<file path="src/asr_consts.svh">
// constants for the async serial receiver: register offsets, fields, resets, timing
// assumes inclusion by bare name from design files
`ifndef ASR_CONSTS_SVH
`define ASR_CONSTS_SVH
`define ASR_REG_DATA 4'h0
`define ASR_REG_CTRL 4'h1
`define ASR_REG_STAT 4'h2
`define ASR_REG_INT_EN 4'h3
`define ASR_REG_INT_STAT 4'h4
`define ASR_REG_INT_CLR 4'h5
`define ASR_REG_BAUD 4'h6
`define ASR_CTRL_CONTINUOUS_RECEIVE_ENABLE 0
`define ASR_CTRL_SYNC 1
`define ASR_CTRL_SERIAL_PORT_ENABLE 2
`define ASR_CTRL_NINE 3
`define ASR_CTRL_PERIPHERAL_INTERRUPT_ENABLE 4
`define ASR_CTRL_GLOBAL_INTERRUPT_ENABLE 5
`define ASR_CTRL_RECEIVE_INTERRUPT_ENABLE 6
`define ASR_CTRL_RESET 8'h00
`define ASR_BAUD_RESET 16'h001a
`define ASR_OVS 16
`define ASR_OVS_HALF 8
`define ASR_FIFO_DEPTH 2
`define ASR_EV_CHAR 0
`define ASR_EV_FERR 1
`define ASR_EV_OERR 2
`endif

</file>
<file path="src/asr_pkg.sv">
// types for the async serial receiver
// assumes asr_consts.svh is available
package asr_pkg;
	typedef logic [8:0] asr_char_t;
	typedef enum logic [1:0] {ASR_IDLE, ASR_START, ASR_DATA, ASR_STOP} asr_state_t;
endpackage

</file>
<file path="src/asr_fifo_if.sv">
// link between receiver core and its character fifo
// assumes one clock domain
`timescale 1ns/1ps
interface asr_fifo_if;
	import asr_pkg::*;
	logic push;
	logic pop;
	asr_char_t wdata;
	logic wferr;
	asr_char_t rdata;
	logic rferr;
	logic empty;
	logic full;
	modport src(output push, output pop, output wdata, output wferr,
		input rdata, input rferr, input empty, input full);
	modport fifo(input push, input pop, input wdata, input wferr,
		output rdata, output rferr, output empty, output full);
endinterface

</file>
<file path="src/asr_fifo.sv">
// two-entry character fifo with per-character framing error
// assumes caller never pushes when full nor pops when empty
`timescale 1ns/1ps
`include "asr_consts.svh"
module asr_fifo (
	// clock and reset
	input wire logic core_clk,
	input wire logic nrst,
	input wire logic flush,
	// fifo side
	asr_fifo_if.fifo f
);
	import asr_pkg::*;
	asr_char_t mem_r [`ASR_FIFO_DEPTH];
	logic fe_r [`ASR_FIFO_DEPTH];
	logic wp_r, wp_nxt, rp_r, rp_nxt;
	logic [1:0] cnt_r, cnt_nxt;
	always_comb begin
		wp_nxt = wp_r;
		rp_nxt = rp_r;
		cnt_nxt = cnt_r;
		if (flush) begin
			wp_nxt = 1'b0;
			rp_nxt = 1'b0;
			cnt_nxt = 2'h0;
		end else begin
			if (f.push)
				wp_nxt = ~wp_r;
			if (f.pop)
				rp_nxt = ~rp_r;
			cnt_nxt = cnt_r + {1'b0, f.push} - {1'b0, f.pop};
		end
	end
	always_ff @(posedge core_clk or negedge nrst) begin
		if (!nrst) begin
			wp_r <= 1'b0;
			rp_r <= 1'b0;
			cnt_r <= 2'h0;
		end else begin
			wp_r <= wp_nxt;
			rp_r <= rp_nxt;
			cnt_r <= cnt_nxt;
		end
	end
	// storage carries no reset; contents are qualified by the count
	always_ff @(posedge core_clk) begin
		if (f.push && !flush) begin
			mem_r[wp_r] <= f.wdata;
			fe_r[wp_r] <= f.wferr;
		end
	end
	assign f.rdata = mem_r[rp_r];
	assign f.rferr = fe_r[rp_r];
	assign f.empty = (cnt_r == 2'h0);
	assign f.full = (cnt_r == 2'h2);
endmodule

</file>
<file path="src/asr_rx.sv">
// async serial receiver: 16x oversampled recovery, two-character fifo, register port
// assumes a remote transmitter on rx_pin and a plain one-cycle register port
// Functional notes
// [RULE_01] a falling edge on the line starts a character; start bit is low
// [RULE_02] wait half a bit, confirm line still low at start centre
// [RULE_03] high at start centre: abandon silently, hunt for next edge
// [RULE_04] step one bit per data bit, majority vote, shift into shift register
// [RULE_05] stop bit low sets framing error for the character, high clears it
// [RULE_06] after stop bit, push character into fifo and raise pending flag
// [RULE_07] reading data register returns oldest character and removes it
// [RULE_08] after fifo overrun no character is accepted until overrun cleared
// [RULE_09] pending flag high while enabled and fifo holds an unread character
// [RULE_10] pending flag is read-only, set and cleared only by fifo occupancy
// [RULE_11] interrupt needs receive, peripheral and global enables plus pending
// [RULE_12] majority of three samples around each bit centre decides the bit
// [RULE_13] line oversampled at sixteen per bit; shifter advances once per bit
// [RULE_14] fifo holds two characters, a third may be in the shift register
// [RULE_15] characters are eight or nine data bits, moved to fifo together
// [RULE_16] software sets receive enable and port enable, clears clocked mode
//
// Decided for this implementation: the register offsets and strobed register access.
`timescale 1ns/1ps
`include "asr_consts.svh"
module asr_rx (
	// clock and reset
	input wire logic core_clk,
	input wire logic nrst,
	// serial line
	input wire logic rx_pin,
	// register port
	input wire logic [3:0] reg_addr,
	input wire logic [15:0] reg_wdata,
	input wire logic reg_wr,
	input wire logic reg_rd,
	output logic [15:0] reg_rdata,
	// interrupts
	output logic rx_irq,
	output logic evt_irq
);
	import asr_pkg::*;

	function automatic logic hit(input logic [3:0] a, input logic [3:0] off);
		hit = (a == off);
	endfunction

	asr_fifo_if fq();

	// line synchroniser: first stage feeds only the second
	logic rx_s1_r, rx_s2_r, rx_s3_r;
	always_ff @(posedge core_clk or negedge nrst) begin
		if (!nrst) begin
			rx_s1_r <= 1'b1;
			rx_s2_r <= 1'b1;
			rx_s3_r <= 1'b1;
		end else begin
			rx_s1_r <= rx_pin;
			rx_s2_r <= rx_s1_r;
			rx_s3_r <= rx_s2_r;
		end
	end

	// control registers
	logic [7:0] ctrl_r, ctrl_nxt;
	logic [15:0] baud_r, baud_nxt;
	logic [2:0] ien_r, ien_nxt;
	logic [2:0] ist_r, ist_nxt;
	logic oerr_r, oerr_nxt;
	logic [15:0] rdata_r, rdata_nxt;
	logic enabled;
	assign enabled = ctrl_r[`ASR_CTRL_CONTINUOUS_RECEIVE_ENABLE] &
		ctrl_r[`ASR_CTRL_SERIAL_PORT_ENABLE] & ~ctrl_r[`ASR_CTRL_SYNC];

	// oversample tick: divider gives sixteen pulses per bit
	logic [15:0] div_r, div_nxt;
	logic tick;
	assign tick = (div_r == 16'h0000);
	always_comb begin
		div_nxt = tick ? baud_r : div_r - 16'h0001; // [RULE_13]
	end
	always_ff @(posedge core_clk or negedge nrst) begin
		if (!nrst)
			div_r <= `ASR_BAUD_RESET;
		else
			div_r <= div_nxt;
	end

	// receiver state machine
	asr_state_t st_r, st_nxt;
	logic [3:0] ph_r, ph_nxt;
	logic [3:0] bit_r, bit_nxt;
	asr_char_t sh_r, sh_nxt;
	logic [2:0] vote_r, vote_nxt;
	logic push, push_fe, maj, vote_bit;
	logic [3:0] nbits;
	assign nbits = ctrl_r[`ASR_CTRL_NINE] ? 4'h9 : 4'h8; // [RULE_15]
	// samples at phases 7,8,9 with the centre at 8
	assign vote_bit = (vote_r[1] & vote_r[0]) | (vote_r[1] & rx_s2_r) |
		(vote_r[0] & rx_s2_r); // [RULE_12]
	assign maj = vote_bit;

	always_comb begin
		st_nxt = st_r;
		ph_nxt = ph_r;
		bit_nxt = bit_r;
		sh_nxt = sh_r;
		vote_nxt = vote_r;
		push = 1'b0;
		push_fe = 1'b0;
		if (tick)
			vote_nxt = {vote_r[0], rx_s2_r};
		if (!enabled) begin
			st_nxt = ASR_IDLE;
		end else begin
			case (st_r)
			ASR_IDLE: begin
				// overrun blocks new characters until cleared
				if (!oerr_r && rx_s3_r && !rx_s2_r) begin // [RULE_01] [RULE_08]
					st_nxt = ASR_START;
					ph_nxt = 4'h0;
					bit_nxt = 4'h0;
				end
			end
			ASR_START: begin
				if (tick) begin
					ph_nxt = ph_r + 4'h1;
					if (ph_r == 4'(`ASR_OVS_HALF + 1)) begin // [RULE_02]
						ph_nxt = 4'h0;
						if (maj)
							st_nxt = ASR_IDLE; // [RULE_03]
						else
							st_nxt = ASR_DATA;
					end
				end
			end
			ASR_DATA: begin
				if (tick) begin
					ph_nxt = ph_r + 4'h1;
					if (ph_r == 4'(`ASR_OVS - 1)) begin // [RULE_04]
						ph_nxt = 4'h0;
						// lsb first; eight-bit characters land in the low byte
						sh_nxt = ctrl_r[`ASR_CTRL_NINE] ? {maj, sh_r[8:1]} :
							{1'b0, maj, sh_r[7:1]};
						bit_nxt = bit_r + 4'h1;
						if (bit_r == nbits - 4'h1)
							st_nxt = ASR_STOP;
					end
				end
			end
			ASR_STOP: begin
				if (tick) begin
					ph_nxt = ph_r + 4'h1;
					if (ph_r == 4'(`ASR_OVS - 1)) begin
						push_fe = ~maj; // [RULE_05]
						push = 1'b1; // [RULE_06]
						st_nxt = ASR_IDLE;
					end
				end
			end
			default: st_nxt = ASR_IDLE;
			endcase
		end
	end
	always_ff @(posedge core_clk or negedge nrst) begin
		if (!nrst) begin
			st_r <= ASR_IDLE;
			ph_r <= 4'h0;
			bit_r <= 4'h0;
			sh_r <= '0;
			vote_r <= 3'h7;
		end else begin
			st_r <= st_nxt;
			ph_r <= ph_nxt;
			bit_r <= bit_nxt;
			sh_r <= sh_nxt;
			vote_r <= vote_nxt;
		end
	end

	// fifo hookup: a full fifo turns a finished character into an overrun
	logic rd_data, pop;
	assign rd_data = reg_rd & hit(reg_addr, `ASR_REG_DATA);
	assign pop = rd_data & ~fq.empty; // [RULE_07]
	assign fq.push = push & ~fq.full; // [RULE_14]
	assign fq.pop = pop;
	assign fq.wdata = sh_r;
	assign fq.wferr = push_fe;

	asr_fifo u_fifo (
		.core_clk(core_clk),
		.nrst(nrst),
		.flush(~enabled),
		.f(fq)
	);

	// pending flag follows occupancy gated by enabled; no write path sets or clears it directly
	logic pending;
	assign pending = enabled & ~fq.empty; // [RULE_09] [RULE_10]
	assign rx_irq = pending & ctrl_r[`ASR_CTRL_RECEIVE_INTERRUPT_ENABLE] &
		ctrl_r[`ASR_CTRL_PERIPHERAL_INTERRUPT_ENABLE] &
		ctrl_r[`ASR_CTRL_GLOBAL_INTERRUPT_ENABLE]; // [RULE_11]
	assign evt_irq = |(ist_r & ien_r);

	logic [2:0] ev;
	assign ev = {push & fq.full, push & push_fe & ~fq.full, fq.push};

	// register writes and read data
	always_comb begin
		ctrl_nxt = ctrl_r;
		baud_nxt = baud_r;
		ien_nxt = ien_r;
		ist_nxt = ist_r;
		oerr_nxt = oerr_r;
		rdata_nxt = 16'h0000;
		if (reg_wr) begin
			if (hit(reg_addr, `ASR_REG_CTRL))
				ctrl_nxt = reg_wdata[7:0]; // [RULE_16]
			if (hit(reg_addr, `ASR_REG_BAUD))
				baud_nxt = reg_wdata;
			if (hit(reg_addr, `ASR_REG_INT_EN))
				ien_nxt = reg_wdata[2:0];
			if (hit(reg_addr, `ASR_REG_INT_CLR))
				ist_nxt = ist_r & ~reg_wdata[2:0];
		end
		// clearing receive enable is the only way out of overrun
		if (!ctrl_nxt[`ASR_CTRL_CONTINUOUS_RECEIVE_ENABLE])
			oerr_nxt = 1'b0;
		if (push && fq.full)
			oerr_nxt = 1'b1; // [RULE_08]
		// set wins over a clear in the same cycle
		ist_nxt = ist_nxt | ev;
		if (reg_rd) begin
			case (reg_addr)
			`ASR_REG_DATA:
				rdata_nxt = fq.empty ? 16'h0000 : {fq.rferr, 6'h00, fq.rdata};
			`ASR_REG_CTRL: rdata_nxt = {8'h00, ctrl_r};
			`ASR_REG_STAT:
				rdata_nxt = {11'h000, fq.full, oerr_r, ~fq.empty ? fq.rferr : 1'b0,
					st_r != ASR_IDLE, pending};
			`ASR_REG_INT_EN: rdata_nxt = {13'h0000, ien_r};
			`ASR_REG_INT_STAT: rdata_nxt = {13'h0000, ist_r};
			`ASR_REG_BAUD: rdata_nxt = baud_r;
			default: rdata_nxt = 16'h0000;
			endcase
		end
	end
	always_ff @(posedge core_clk or negedge nrst) begin
		if (!nrst) begin
			ctrl_r <= `ASR_CTRL_RESET;
			baud_r <= `ASR_BAUD_RESET;
			ien_r <= 3'h0;
			ist_r <= 3'h0;
			oerr_r <= 1'b0;
			rdata_r <= 16'h0000;
		end else begin
			ctrl_r <= ctrl_nxt;
			baud_r <= baud_nxt;
			ien_r <= ien_nxt;
			ist_r <= ist_nxt;
			oerr_r <= oerr_nxt;
			rdata_r <= rdata_nxt;
		end
	end
	assign reg_rdata = rdata_r;
endmodule

</file>
<file path="config.mk">
export PLATFORM = sky130hd
export DESIGN_NAME = asr_rx
export DESIGN_NICKNAME = d
export VERILOG_FILES = /design/src/asr_pkg.sv /design/src/asr_fifo_if.sv /design/src/asr_fifo.sv /design/src/asr_rx.sv
export VERILOG_INCLUDE_DIRS = /design/src
export SDC_FILE = /design/constraint.sdc
export NUM_CORES = 1
export LEC_CHECK = 0
export BUFFER_PORTS_ARGS = -buffer_cell sky130_fd_sc_hd__clkbuf_2
export CORE_MARGIN = 2
export CORE_UTILIZATION = 45
export CTS_CLUSTER_DIAMETER = 50
export DETAILED_ROUTE_END_ITERATION = 10
export PLACE_DENSITY = 0.72
export SYNTH_ARGS = -nofsm -noshare
export SYNTH_HDL_FRONTEND = slang
export SYNTH_SLANG_ARGS = --single-unit
</file>
<file path="constraint.sdc">
create_clock -name core_clk -period 3.7 [get_ports core_clk]
set_clock_uncertainty 0.15 [all_clocks]
set_input_delay 0.555 -clock core_clk [delete_from_list [all_inputs] [get_ports core_clk]]
set_output_delay 0.555 -clock core_clk [all_outputs]
set_load 0.005 [all_outputs]
</file>
After elaboration in Yosys (flattened, before gate mapping)
Memory sizes are Yosys's and may differ from the RTL's.
Cells that the tools add are included.
{"block": "word_totals", "ff_bits": 91, "mem_bits_rw": 20, "elab_cells": 152, "memories": 2}
{"name": "u_fifo.mem_r", "depth": 2, "word_bits": 9, "rd": 1, "rd_ports_with_merged_regs": 0, "write_ports": 1, "line_no": "asr_fifo.sv:14", "text": "asr_char_t mem_r [`ASR_FIFO_DEPTH];"}
{"name": "u_fifo.fe_r", "depth": 2, "word_bits": 1, "rd": 1, "rd_ports_with_merged_regs": 0, "write_ports": 1, "line_no": "asr_fifo.sv:15", "text": "logic fe_r [`ASR_FIFO_DEPTH];"}
{"block": "op_classes", "addsub": 6, "eq_ne": 29, "muxes": 49, "bitwise": 27, "reduce_logical": 20}
{"cell": "$pmux W16 S6", "n": 1}
{"cell": "$mux W16", "n": 3}
{"cell": "$mux W4", "n": 8}
{"cell": "$ne A3 B3 Y1 const B", "n": 8}
{"cell": "$mux W2", "n": 11}
{"cell": "$mux W1", "n": 20}
{"cell": "$logic_not A16 Y1", "n": 1}
{"cell": "$pmux W4 S4", "n": 1}
{"cell": "$sub A16 B1 Y16 const B", "n": 1}
{"cell": "$and A1 B1 Y1", "n": 15}
{"cell": "$eq A4 B3 Y1 const B", "n": 3}
{"cell": "$ne A2 B2 Y1 const B", "n": 5}
{"cell": "$reduce_and A5 Y1", "n": 2}
{"cell": "$mux W9", "n": 1}
{"cell": "$add A4 B1 Y4 const B", "n": 2}
{"cell": "$eq A4 B2 Y1 const B", "n": 2}
{"cell": "$eq A4 B4 Y1 const B", "n": 2}
{"cell": "$pmux W2 S4", "n": 1}
{"cell": "$pmux W4 S2", "n": 1}
{"cell": "$reduce_and A8 Y1", "n": 1}
{"cell": "$and A3 B3 Y3", "n": 2}
{"cell": "$eq A2 B2 Y1 const B", "n": 3}
{"cell": "$mux W3", "n": 2}
{"cell": "$ne A2 B1 Y1 const B", "n": 3}
{"cell": "other kinds (18)", "n": 32}

Depth between registers and ports, before layout
{"block": "logic_depth", "word_depth": 11, "ltp_mapped": 11, "ltp_nobuf": 11}

By module
A second synthesis with hierarchy kept.
{"block": "unflattened", "hier_cells": 432, "hier_area_um2": 5132.4}
{"module": "asr_rx", "instances": 1, "cells_each": 382, "area_each_um2": 4195.3, "seq_area_each_um2": 2190.9}
{"module": "asr_fifo", "instances": 1, "cells_each": 50, "area_each_um2": 937.1, "seq_area_each_um2": 700.7}

Worst setup path after synthesis
No wires, ideal clock.
{"block": "synth_path", "path_kind": "input to register", "startpoint": "input reg_addr[2]", "endpoint": "register u_fifo.cnt_r[1]", "setup_time_ps": 131, "arrival_time_ps": 2416, "slack_ps": 1004, "path_stages": 10, "cell_sequence": "clkbuf_1 > or3_1 > nor3_2 > and2_1 > ha_1 > inv_1 > ha_1 > xor2_1 > xnor2_1 > nor2_1"}
{"block": "synth_between", "elab_chain_cells": 5}
{"element": "start, declared", "line_no": "asr_rx.sv:31", "text": "input wire logic [3:0] reg_addr,"}
{"element": "$logic_not A4 Y1", "line_no": "asr_rx.sv:43", "text": "hit = (a == off);"}
{"element": "$and A1 B1 Y1", "line_no": "asr_rx.sv:181", "text": "assign rd_data = reg_rd & hit(reg_addr, `ASR_REG_DATA);"}
{"element": "$and A1 B1 Y1", "line_no": "asr_rx.sv:182", "text": "assign pop = rd_data & ~fq.empty;"}
{"element": "$sub A2 B1 Y2", "line_no": "asr_fifo.sv:31", "text": "cnt_nxt = cnt_r + {1'b0, f.push} - {1'b0, f.pop};"}
{"element": "$mux W2", "line_no": "asr_fifo.sv:22", "text": "if (flush) begin"}
{"element": "via u_fifo.cnt_nxt[1]", "line_no": "asr_fifo.sv:17", "text": "logic [1:0] cnt_r, cnt_nxt;"}
{"element": "end signal, assigned", "line_no": "asr_fifo.sv:42", "text": "cnt_r <= cnt_nxt;"}
{"element": "end, declared", "line_no": "asr_fifo.sv:17"}
The timed path passes the listed nets, and every way through them passes these cells.
A chain may end at the register's enable or synchronous reset.

Worst setup path after layout
{"block": "layout_path", "startpoint": "register div_r[0]", "endpoint": "register u_fifo.cnt_r[1]"}
{"block": "layout_between", "elab_chain_cells": 8}
{"element": "start, declared", "line_no": "asr_rx.sv:74", "text": "logic [15:0] div_r, div_nxt;"}
{"element": "start signal, assigned", "line_no": "asr_rx.sv:82", "text": "div_r <= `ASR_BAUD_RESET;"}
{"element": "start signal, assigned", "line_no": "asr_rx.sv:84", "text": "div_r <= div_nxt;"}
{"element": "$logic_not A16 Y1", "line_no": "asr_rx.sv:76", "text": "assign tick = (div_r == 16'h0000);"}
{"element": "$mux W1", "line_no": "asr_rx.sv:150", "text": "if (tick) begin"}
{"element": "$mux W1", "line_no": "asr_rx.sv:114", "text": "case (st_r)"}
{"element": "$mux W1", "line_no": "asr_rx.sv:111", "text": "if (!enabled) begin"}
{"element": "$and A1 B1 Y1", "line_no": "asr_rx.sv:183", "text": "assign fq.push = push & ~fq.full;"}
{"element": "$add A2 B1 Y2", "line_no": "asr_fifo.sv:31"}
{"element": "$sub A2 B1 Y2", "line_no": "asr_fifo.sv:31"}
{"element": "$mux W2", "line_no": "asr_fifo.sv:22"}
{"element": "via u_fifo.cnt_nxt[1]", "line_no": "asr_fifo.sv:17"}
The timed path passes the listed nets, and every way through them passes these cells.

==> results.txt <==
Status = finished, final reports clean
Global-route wire length before repair = 17.37 mm
Avg WL per Cell = 17.37 um
Largest net degree at the start of global routing = 83
CTS Sinks = 111
Die Span X = 109.0 um
Vias per cell = 5.623
CP required = 3.79 ns
Fin crit share = 80.30%
Synth warn = 0
Min cycle time layout = 2.971 ns
Cell row count = 38
TritonCTS Buffers = 9
CTS root buf = clkbuf_8
Die height = 109.0 um
Mapped Cells = 424
Sequential fraction of the synthesis area = 58.24%
Setup Fix Bufs, Post-CTS = 0
Syn_area_per_cell = 11.71 sq um
Final-stage net count = 501
1st-pass router iterations = 5
Total via count in the routed design = 3458
CTS Hold Bufs = 0
Core footprint = 10790 sq um
Clk pwr share = 23.8%
Post-synth design cell area = 4965 sq um
IO Port Bufs = 42
Sequential share of power = 59.9%
Fmax = 336.6 MHz
CP endpoint kind = flip-flop
Clock Tree Buf Depth = 2
Final ANT Viol Nets = 0
WHS = 0.1206 ns
Fraction of layout cells with a size suffix above 1 = 26.74%
FF+latch count, synth = 111
Worst stage delay on the critical path = 0.59 ns
I/O pin cnt = 43
Total gr overflow = 0
Final Wtd Congestion = 0.8670
First DRT Iteration DRCs = 354
Crit path kind = reg2reg
Initial antenna violation count = 0
Startpoint Class = flip-flop
Vias in the first global route = 3374
Combinational share of power = 16.3%
Switching Share = 29.27%
Slew Viols, Final = 0
Die area = 11890 sq um
Number of synthesized flops with an enable pin = 20
Worst-skew pair later-pin latency = 0.37 ns
Sw power = 0.0007915 W
Critical path buffers and inverters = 2
Max Cap Violations = 0
P_int = 0.001913 W
Unrepaired setup endpoints after global routing = false
Worst IR Drop VDD = 0.2389 mV
CTS resizes = 0
Main synth FF type = dfrtp_1
Global-route usage over all layers = 19.47%
Arrival @ worst endpoint = 3.06 ns
Power Density = 490.0 nW/um^2
Delay-heaviest family, CP = simple AND/OR/NAND/NOR gates
Drt drc = 0
Starting density of the core = 46.00%
Slowest-stage cell, CP = nor4_1
Setup TNS = 0 ns
Htree depth = 3
Worst-Margin Slew = 1.043 ns
Clock tree from TritonCTS = built
Syn_nets = 455
Total Wirelength = 10.68 mm
Relative slew slack = 30.45%
Post-synth cell types = 52
Setup Viol. Count Final = 0
Hold Crit Class = in2reg
Pleak = 2.356 nW
Antenna diodes = 0
Reg clk slew, reported paths = 0.10 ns
Final Hold Viols = 0
Post-DP HPWL = 7.707 mm
Crit-path cells = inv_1 -> ha_1 -> nor3b_4 -> nand4b_4 -> nor4_1 -> nand2_1 -> inv_1 -> ha_1 -> xor2_1 -> xnor2_1 -> nor2_1
P&R area growth vs syn = 11.16%
Async SR Flop Fraction = 81.98%
Post-layout util = 51.14%
Critical Path Fanout Max = 7
==> cell families after synthesis <==
family                     share of synthesized area, %
adders and majority gates                         1.714
muxes                                             10.38
and+or+nand+nor                                   16.61
DFF                                               58.24
xor gates and xnor gates                          2.646
buffers and inverters                             2.142
AOI/OAI and AO/OA                                 8.267
==> state kept, by name (all words and copies together) (netlist names) <==
register,count
reg_rdata,16
vote_r,2
rx_s1_r,1
u_fifo.mem_r,18
u_fifo.cnt_r,2
oerr_r,1
ph_r,4
rx_s3_r,1
u_fifo.rp_r,1
u_fifo.wp_r,1
baud_r,16
fq.wdata,9
rx_s2_r,1
bit_r,4
div_r,16
u_fifo.fe_r,2
ien_r,3
st_r,2
ist_r,3
ctrl_r,8
==> power groups by stage <==
stage	Combinational, W	Sequential [W]	Clock [W]
2_1_floorplan	0.000332	0.00158	0
3_5_place_dp	0.000446	0.00164	0
6_report	0.000442	0.00162	0.000643
4_1_cts	0.000448	0.00162	0.000663
5_1_grt	0.000497	0.00164	0.000712
3_3_place_gp	0.000425	0.00163	0
==> worst register-to-register path, delay by kind of cell, from the launching register on <==
family / cells / cell delay, ns
xor+xnor: 2 / 0.33
simple gates: 5 / 1.44
fa+ha+maj: 2 / 0.35
flops: 1 / 0.43
buf+inv: 2 / 0.17
==> layer usage <==
layer	global-route usage, %	up-vias	share of wire [%]
met3	4.184	9	5.2
met5	0	-	0
met2	31.99	101	50
met1	26.09	1731	44
met4	5.495	0	0.97
li1	-	1617	-
==> cells in the mapped netlist (6+ instances only) <==
cell	number	area (sq um)
a21oi_1	14	70.07
a222oi_1	7	70.07
and3_1	8	50.05
clkbuf_1	10	37.54
dfrtp_1	80	2002
dfstp_2	11	289.0
edfxtp_1	20	600.6
ha_1	6	75.07
inv_1	13	48.80
mux2_2	44	495.5
nand2_1	47	176.4
nand3_1	7	35.03
nor2_1	40	150.1
nor3_1	10	50.05
nor4_1	7	43.79
o21ai_0	16	80.08
xnor2_1	11	96.34
==> final timing paths <==
path                           from               to  slack, ns  cells after the start
max                        div_r[0]  u_fifo.cnt_r[1]       0.73                     11
min in group asynchronous      nrst      fq.wdata[1]       0.19                      1
min                          rx_pin          rx_s1_r       0.12                      1
max reg2reg                div_r[0]  u_fifo.cnt_r[1]       0.73                     11
max in group asynchronous      nrst       baud_r[15]       2.48                      2
min reg2reg                 rx_s1_r          rx_s2_r       0.21                      0
==> area by class of cell <==
type | count | area (sq um)
multi-input combinational | 286 | 1973
inverter | 13 | 48.80
tap | 140 | 175.2
sequential | 111 | 2892
timing repair buffer | 49 | 265.3
fill | 950 | 5274
clock buffer | 11 | 141.4
clock inverter | 5 | 23.77
==> layout by cell type (no fill, tap or decap), drive strengths merged, types with 2 or more instances in the layout <==
cell type / synthesis / layout
and4b: 2 / 2
or4: 3 / 3
and3: 8 / 8
o311ai: 2 / 2
nor3: 13 / 13
a221oi: 4 / 4
clkinv: 0 / 4
mux2: 44 / 44
ha: 6 / 6
a31oi: 3 / 3
and4: 2 / 2
dfstp: 11 / 11
nand3: 7 / 7
nor3b: 2 / 2
nor4: 7 / 7
xor2: 4 / 4
dfrtp: 80 / 80
xnor2: 11 / 11
a21oi: 14 / 14
a222oi: 7 / 7
clkbuf: 11 / 52
buf: 3 / 8
o21ai: 16 / 16
and2: 3 / 3
or3: 6 / 6
nand3b: 3 / 3
nor4b: 3 / 3
nor2b: 5 / 5
a31o: 2 / 2
o31ai: 3 / 3
mux2i: 2 / 2
a22oi: 5 / 5
edfxtp: 20 / 20
nor2: 40 / 40
inv: 13 / 13
nand2b: 2 / 2
nand2: 47 / 47
==> metrics by stage <==
| stage | power (W) | setup slack (ns) | cells | area [sq um] |
|---|---|---|---|---|
| 3_5_place_dp | 0.002086 | 0.7790 | 599 | 5354 |
| 6_report | 0.002704 | 0.7290 | 615 | 5519 |
| 3_3_place_gp | 0.002054 | 0.9356 | 599 | 5354 |
| 5_1_grt | 0.002850 | 0.5342 | 615 | 5519 |
| 2_1_floorplan | 0.001915 | 1.004 | 424 | 4965 |
| 4_1_cts | 0.002728 | 0.7648 | 615 | 5519 |
No activity file was read; power rests on OpenSTA's default activity.
